### src/blrg_pkg.sv
// Purpose: Constants and types shared by the board LED and rear GPIO register block.
// Assumes: Avalon-MM byte-wide registers, one aligned 32-bit word per register.
// Notes:   Printed offsets are not multiples of four, so byte address is four times the index.
package blrg_pkg;
    localparam int unsigned      ADDR_W           = 12;
    localparam logic [11:0]      IDX_LED_SETUP    = 12'h290;
    localparam logic [11:0]      IDX_LED_CMD      = 12'h291;
    localparam logic [11:0]      IDX_REAR_OUT     = 12'h292;
    localparam logic [11:0]      IDX_REAR_IN      = 12'h293;
    localparam logic [11:0]      IDX_POST_CODE    = 12'h294;
    localparam logic [3:0]       SETUP_POST       = 4'h0;
    localparam logic [3:0]       SETUP_GP         = 4'h1;
    localparam logic [3:0]       SETUP_RESET      = 4'h0;
    localparam logic [7:0]       LED_CMD_RESET    = 8'h00;
    localparam logic [2:0]       REAR_OUT_RESET   = 3'h0;
    localparam logic [4:0]       REAR_IN_RESET    = 5'h1F;
    localparam int unsigned      CMD_HI           = 7;
    localparam int unsigned      CMD_LO           = 4;
    localparam int unsigned      COL_HI           = 3;
    localparam int unsigned      COL_LO           = 0;
    localparam logic [1:0]       CMD_GET          = 2'h0;
    localparam logic [1:0]       CMD_SET          = 2'h2;
    localparam logic [1:0]       COL_OFF          = 2'h0;
    localparam int unsigned      NUM_LEDS         = 4;
    localparam int unsigned      NUM_OUT          = 3;
    localparam int unsigned      NUM_IN           = 5;
endpackage : blrg_pkg

### src/blrg_sync_if.sv
// Purpose: Carries raw rear input levels into the synchroniser and the settled levels back.
// Assumes: Single clock domain on the settled side.
// Notes:   The settled word is only valid two edges after a pin change.
`timescale 1ns/1ns
interface blrg_sync_if;
    logic [4:0] raw_level;
    logic [4:0] settled_level;
    modport owner (output raw_level, input settled_level);
    modport sync  (input raw_level, output settled_level);
endinterface : blrg_sync_if

### src/blrg_sync.sv
// Purpose: Two-stage synchroniser for the rear input pins.
// Assumes: Pins are pulled up, so reset loads ones.
// Notes:   The first stage feeds only the second stage.
`timescale 1ns/1ns
module blrg_sync
(
    input  wire logic clk,
    input  wire logic rstn,
    blrg_sync_if.sync port_io
);
    typedef struct packed
    {
        logic [4:0] meta;
        logic [4:0] stable;
    } blrg_sync_state_t;

    blrg_sync_state_t state;
    blrg_sync_state_t next_state;

    always_comb
    begin
        next_state.meta   = port_io.raw_level;
        next_state.stable = state.meta;
    end

    always_ff @(posedge clk or negedge rstn)
    begin
        if (!rstn)
        begin
            state <= {blrg_pkg::REAR_IN_RESET, blrg_pkg::REAR_IN_RESET};
        end
        else
        begin
            state <= next_state;
        end
    end

    assign port_io.settled_level = state.stable;
endmodule : blrg_sync

### src/blrg_regs.sv
// Purpose: Front LED command/colour logic and rear GPIO registers behind Avalon-MM.
// Assumes: Single 100 MHz clock, asynchronous active-low reset.
// Notes:   Reads answer one cycle after the request; writes complete in the request cycle.
// Summary of operation
// - LED command register at index 0x291 switches each of four LEDs.
// - LED register writes only drive LEDs while setup selects general-purpose mode.
// - Setup value 0001 selects general-purpose mode; other nonzero values reserved.
// - Setup value 0000 selects POST mode; green LEDs show the low four POST code bits, red stays off.
// - Output register at index 0x292 drives three rear output pins.
// - Output bit 0 drives low, 1 drives high; all zero after reset.
// - Read-only input register at index 0x293 shows five rear input pins.
// - Input bit reads 0 for a low pin and 1 for a high pin.
// - Pulled-up inputs read as ones when unconnected.
// - Rear GPIO works only when the rear module enables GPIO.
`timescale 1ns/1ns
module blrg_regs
(
    input  wire logic        clk,
    input  wire logic        rstn,
    input  wire logic [11:0] avs_address,
    input  wire logic        avs_read,
    input  wire logic        avs_write,
    input  wire logic [31:0] avs_writedata,
    input  wire logic [3:0]  avs_byteenable,
    output logic [31:0]      avs_readdata,
    output logic             avs_waitrequest,
    output logic [1:0]       avs_response,
    input  wire logic [7:0]  post_code_in,
    input  wire logic        post_code_valid,
    input  wire logic        rear_gpio_enable,
    input  wire logic [4:0]  rear_input_bit,
    output logic [2:0]       rear_output_bit,
    output logic [3:0]       led_green,
    output logic [3:0]       led_red
);
    typedef struct packed
    {
        logic [3:0]  led_setup_field;
        logic [7:0]  led_command_colour;
        logic [7:0]  led_colour_store;
        logic [7:0]  post_code;
        logic [2:0]  rear_output_pins;
        logic        gpio_en_meta;
        logic        gpio_en;
        logic        rd_pending;
        logic [31:0] rdata;
        logic [1:0]  resp;
        logic [2:0]  out_pins;
        logic [3:0]  green;
        logic [3:0]  red;
    } blrg_state_t;

    blrg_state_t state;
    blrg_state_t next_state;
    blrg_sync_if sync_bus ();

    assign sync_bus.raw_level = rear_input_bit;

    blrg_sync u_sync
    (
        .clk     (clk),
        .rstn    (rstn),
        .port_io (sync_bus.sync)
    );

    // Word index from the byte address; index sits above the two lane bits.
    function automatic logic [11:0] blrg_index(input logic [11:0] byte_addr);
        blrg_index = {2'h0, byte_addr[11:2]};
    endfunction : blrg_index

    function automatic logic blrg_mapped(input logic [11:0] idx);
        blrg_mapped = (idx >= blrg_pkg::IDX_LED_SETUP) && (idx <= blrg_pkg::IDX_POST_CODE);
    endfunction : blrg_mapped

    logic [11:0] idx;
    logic [3:0]  cmd;
    logic [3:0]  col;
    logic        wr_low;

    always_comb
    begin
        next_state = state;
        idx        = blrg_index(avs_address);
        wr_low     = avs_write && avs_byteenable[0];
        cmd        = avs_writedata[blrg_pkg::CMD_HI:blrg_pkg::CMD_LO];
        col        = avs_writedata[blrg_pkg::COL_HI:blrg_pkg::COL_LO];
        next_state.gpio_en_meta = rear_gpio_enable;
        next_state.gpio_en      = state.gpio_en_meta;
        if (post_code_valid)
        begin
            next_state.post_code = post_code_in;
        end
        next_state.rd_pending = avs_read && !state.rd_pending;
        if (wr_low)
        begin
            if (idx == blrg_pkg::IDX_LED_SETUP)
            begin
                next_state.led_setup_field = avs_writedata[3:0];
            end
            else if (idx == blrg_pkg::IDX_LED_CMD)
            begin
                // Command is stored so a get returns the selected colour on read.
                next_state.led_command_colour = avs_writedata[7:0];
                if (cmd[3:2] == blrg_pkg::CMD_SET && state.led_setup_field == blrg_pkg::SETUP_GP)
                begin
                    next_state.led_colour_store[cmd[1:0]*2 +: 2] = col[1:0];
                end
            end
            else if (idx == blrg_pkg::IDX_REAR_OUT && state.gpio_en)
            begin
                next_state.rear_output_pins = avs_writedata[2:0];
            end
        end
        if (avs_read && !state.rd_pending)
        begin
            next_state.rdata = 32'h0000_0000;
            next_state.resp  = blrg_mapped(idx) ? 2'h0 : 2'h2;
            if (idx == blrg_pkg::IDX_LED_SETUP)
            begin
                next_state.rdata[3:0] = state.led_setup_field;
            end
            else if (idx == blrg_pkg::IDX_LED_CMD)
            begin
                next_state.rdata[7:4] = state.led_command_colour[7:4];
                if (state.led_command_colour[7:6] == blrg_pkg::CMD_GET)
                begin
                    next_state.rdata[1:0] =
                        state.led_colour_store[state.led_command_colour[5:4]*2 +: 2];
                end
                else
                begin
                    next_state.rdata[3:0] = state.led_command_colour[3:0];
                end
            end
            else if (idx == blrg_pkg::IDX_REAR_OUT)
            begin
                next_state.rdata[2:0] = state.rear_output_pins;
            end
            else if (idx == blrg_pkg::IDX_REAR_IN)
            begin
                // Disabled rear GPIO shows the pulled-up idle pattern.
                next_state.rdata[4:0] = state.gpio_en ? sync_bus.settled_level
                                                      : blrg_pkg::REAR_IN_RESET;
            end
            else if (idx == blrg_pkg::IDX_POST_CODE)
            begin
                next_state.rdata[7:0] = state.post_code;
            end
        end
        // Outputs held low while the rear module has not enabled GPIO.
        next_state.out_pins = state.gpio_en ? state.rear_output_pins : blrg_pkg::REAR_OUT_RESET;
        for (int i = 0; i < 4; i++)
        begin
            if (state.led_setup_field == blrg_pkg::SETUP_GP)
            begin
                next_state.green[i] = state.led_colour_store[2*i];
                next_state.red[i]   = state.led_colour_store[2*i + 1];
            end
            else if (state.led_setup_field == blrg_pkg::SETUP_POST)
            begin
                next_state.green[i] = state.post_code[i];
                next_state.red[i]   = 1'b0;
            end
            else
            begin
                next_state.green[i] = 1'b0;
                next_state.red[i]   = 1'b0;
            end
        end
    end

    always_ff @(posedge clk or negedge rstn)
    begin
        if (!rstn)
        begin
            state <= '0;
        end
        else
        begin
            state <= next_state;
        end
    end

    // Waitrequest drops in the second cycle of a read so data stand at that edge.
    always_comb
    begin
        avs_waitrequest = avs_read && !state.rd_pending;
    end

    assign avs_readdata    = state.rdata;
    assign avs_response    = state.resp;
    assign rear_output_bit = state.out_pins;
    assign led_green       = state.green;
    assign led_red         = state.red;
endmodule : blrg_regs

### config.mk
export PLATFORM = sky130hd
export DESIGN_NAME = blrg_regs
export DESIGN_NICKNAME = d
export VERILOG_FILES = /design/src/blrg_pkg.sv /design/src/blrg_sync_if.sv /design/src/blrg_sync.sv /design/src/blrg_regs.sv
export SDC_FILE = /design/constraint.sdc
export NUM_CORES = 1
export LEC_CHECK = 0
export ABC_AREA = 0
export BUFFER_PORTS_ARGS = -buffer_cell sky130_fd_sc_hd__buf_2
export CAP_MARGIN = 15
export CORE_MARGIN = 2
export CORE_UTILIZATION = 45
export DETAILED_ROUTE_END_ITERATION = 8
export PLACE_DENSITY = 0.73
export SETUP_SLACK_MARGIN = 0.02
export SYNTH_ARGS = -nofsm -noshare
export SYNTH_HDL_FRONTEND = slang
export SYNTH_SLANG_ARGS = --single-unit
export TNS_END_PERCENT = 100
### constraint.sdc
create_clock -name clk -period 2.25 [get_ports clk]
set_input_delay 0.45 -clock clk [delete_from_list [all_inputs] [get_ports clk]]
set_output_delay 0.45 -clock clk [all_outputs]
set_load 0.02 [all_outputs]
==> metrics.md <==
| Metric | Value |
|---|---|
| Share of synthesized cell area in full adder, half adder and majority cells | `approximately 2.0%` |
| Type of the tightest min-delay check | `input pin to async pin` |
| Total track usage | `17.3%` |
| Die Area | `7820 um^2` |
| Non-Filler Instances | `423` |
| Share of post-route cells with drive strength above 1 | `a little over two fifths` |
| Tmin final | `1.88 ns` |
| Reg-to-Reg Start | `state[66]` |
| Prevailing post-synth register cell | `dfrtp_1` |
| Distinct cell type count after synthesis | `50` |
| Syn Std Cell Area | `about 3200 um^2` |
| Longest Clk Path Bufs | `2` |
| Yosys top cell area share | `42.1%` |
| Crit path launch | `state[66]` |
| Largest stage delay, worst path | `about 0.6 ns` |
| Slowest cell on the critical path | `mux4_4` |
| Final GP Congestion | `around 0.94` |
| Grt total ovfl | `0` |
| Placed insts | `407` |
| #FFs+latches synth | `64` |
| Largest net degree at the start of global routing | `43` |
| Hold Violations, Final | `0` |
| Final Net Count | `around 390` |
| Syn Area/Cell | `12.2 um^2` |
| Pwr per Cell Area | `roughly 660 nW/um^2` |
| Async S/R FF share, synth | `100%` |
| Buf/Inv on CP | `0` |
| Remaining antenna violation count | `0` |
| TritonCTS Buffers | `9` |
| Hpwl dp | `5020 um` |
| Crit share post-route | `83.5%` |
| Synth-to-Final Area Change | `14.5%` |
| Setup Buffers After CTS | `0` |
| Core box area | `between 6000 and 7000 um^2` |
| Synth Area in Simple Gates | `13.1%` |
| Clk root buf | `clkbuf_8` |
| Gate Count Post-Synth | `approximately 260` |
| WP data required | `~2.5 ns` |
| CTS sink count | `64` |
| TNS Setup | `0 ns` |
| Synth area leader | `dfrtp_1` |
| Mux share of post-synthesis cell area | `14.4%` |
| Outcome | `completed` |
| Register area share after synthesis | `50.3%` |
| CP Max Fanout | `3` |
| Clock skew | `0.0149 ns` |
| Leakage power | `1.80 nW` |
| Skew-Pair Late Insertion Delay | `0.34 ns` |
| CP delay by family, top | `compound AO/OA/AOI/OAI gates` |
| Wire per inst | `15.5 um` |
| Initial DRC Count | `96` |
| Xor/xnor share of the synthesized area | `0%` |
| Worst ir drop on vdd | `0.319 mV` |
| Critical Path AT | `2.10 ns` |
| CP Class | `register to register` |
| Vias in the first global route | `between 2000 and 2500` |
| Vias | `2156` |
| Die Y | `88.4 um` |
| Crit path capture type | `register` |
| Area contributors post-synth | `dfrtp_1, buf_4, mux2_2` |
| Drt total wl | `between 6000 and 7000 um` |
| EDFF count, synth | `0` |
| Syn. warnings | `0` |
| Startpoint type of the worst setup path | `register` |
| Post-route DRC | `0` |
| PnR Total Power | `2.42 mW` |
| Final Slew Violations | `0` |
| Placed Area | `3480 um^2` |
| Worst rel slew slack | `about 64%` |
| First-pass GRT wire length | `10000 um` |
| I/O Buffers | `58` |
| H-tree levels | `3` |
| Fillers | `599` |
| Starting Density | `47.0%` |
| Most common cell after layout, fill and taps aside | `buf_2` |
| CTS tree | `yes` |
| Io pins | `113` |
| Via-per-instance ratio | `between 5 and 6` |
| Critical-path cell list | `mux4_4, a211o_1, o2111a_1, a221o_1` |
| Post-synthesis compound-gate area fraction | `under 10%` |
| Commonest non-fill, non-tap cells in the layout | `buf_2, dfrtp_1, mux2_2` |
| Row count | `30` |
| Fmax | `0.532 GHz` |
| Slew @ Worst Pin | `0.538 ns` |
| Hold buffers post-CTS | `0` |
| Final setup vio count | `0` |
| Maxcap violations | `0` |
| DIE WIDTH | `between 80 and 90 um` |
| Main combinational cell family by area after synthesis | `multiplexers` |
| Post-CTS sizing | `0` |
| DR pass1 iterations | `4` |
| Post-route cell area | `3670 um^2` |
| RSZ-0062 raised after global routing | `false` |
| Initial antenna violation count | `0` |
| N_diodes | `0` |
| CTS clock-pin slew for the worst setup and hold paths | `~0.080 ns` |
## stage by stage
| step | worst slack (ns) | hold WS [ns] | utilization (%) |
|---|---|---|---|
| 6_report | 0.370 | 0.0864 | 53.8 |
| 3_3_place_gp | 0.0612 | 0.344 | 50.9 |
| 2_1_floorplan | 0.217 | 0.154 | - |
| 4_1_cts | 0.376 | 0.0861 | 53.8 |
| 5_1_grt | 0.306 | 0.116 | 53.8 |
| 3_5_place_dp | 0.0610 | 0.337 | 50.9 |
## where the power goes
part / total [mW] / internal, mW / switching, mW / leakage [nW]
sequential: 1.22 / 1.19 / 0.0214 / 0.821
clock: 0.964 / 0.515 / 0.449 / 0.0887
combinational: 0.236 / 0.0852 / 0.151 / 0.895
## cells in the mapped netlist (2+ instances only)
library cell,instances
o221ai_1,2
or4_4,2
inv_1,5
mux2_2,28
or3_2,2
buf_4,45
nor4b_1,4
a211o_1,3
nand2_1,10
mux2i_1,4
dfrtp_1,54
and3_1,10
nor3_1,5
nor4bb_1,2
nand2b_1,4
o21a_1,2
nor2b_1,3
ha_1,5
clkbuf_1,4
nand3_1,6
a22o_1,2
o21ai_0,11
and2_1,3
nand3_4,2
a32oi_1,3
mux2_4,4
dfstp_2,10
nor2_1,6
## kinds of logic after synthesis
logic type	Yosys count
AOI/OAI and AO/OA	35
adders and majority gates	5
buffers and inverters	55
DFF	64
muxes	38
other	1
and+or+nand+nor	65
## metal layers
layer  vias to the layer above  track usage, %  part of all wire, %
met3                         8            6.06                  6.0
met4                         0            5.51                  1.6
met1                      1073            21.6                   43
met5                         -               0                    0
met2                        74            28.4                   50
li1                       1001               -                    -
## layout make-up
type,instances,area (um^2),share of cell area (%)
Tap cell,96,120,3.27
Sequential cell,64,1610,43.9
Inverter,5,18.8,0.511
Timing Repair Buffer,74,423,11.5
Clock inverter,6,70.1,1.91
Clock buffer,10,128,3.47
Multi-Input combinational cell,168,1300,35.4
## registers in the layout (all words and copies together), names as in the netlist
register                      cells
avs_readdata                      8
avs_response                      1
led_green                         4
led_red                           4
next_state                        1
rear_output_bit                   3
state                            33
u_sync.next_state                 5
u_sync.port_io.settled_level      5
## path summary, 6_finish.rpt
| path | to | slack (ns) | cells after the start |
|---|---|---|---|
| min in group clk | u_sync.next_state[4] | 0.20 | 1 |
| max in group asynchronous | u_sync.next_state[3] | 1.51 | 2 |
| min | avs_readdata[0] | 0.09 | 1 |
| max | avs_readdata[1] | 0.37 | 4 |
| min reg2reg | u_sync.port_io.settled_level[1] | 0.36 | 0 |
| max reg2reg | avs_readdata[1] | 0.37 | 4 |
No activity file was read; power rests on OpenSTA's default activity.
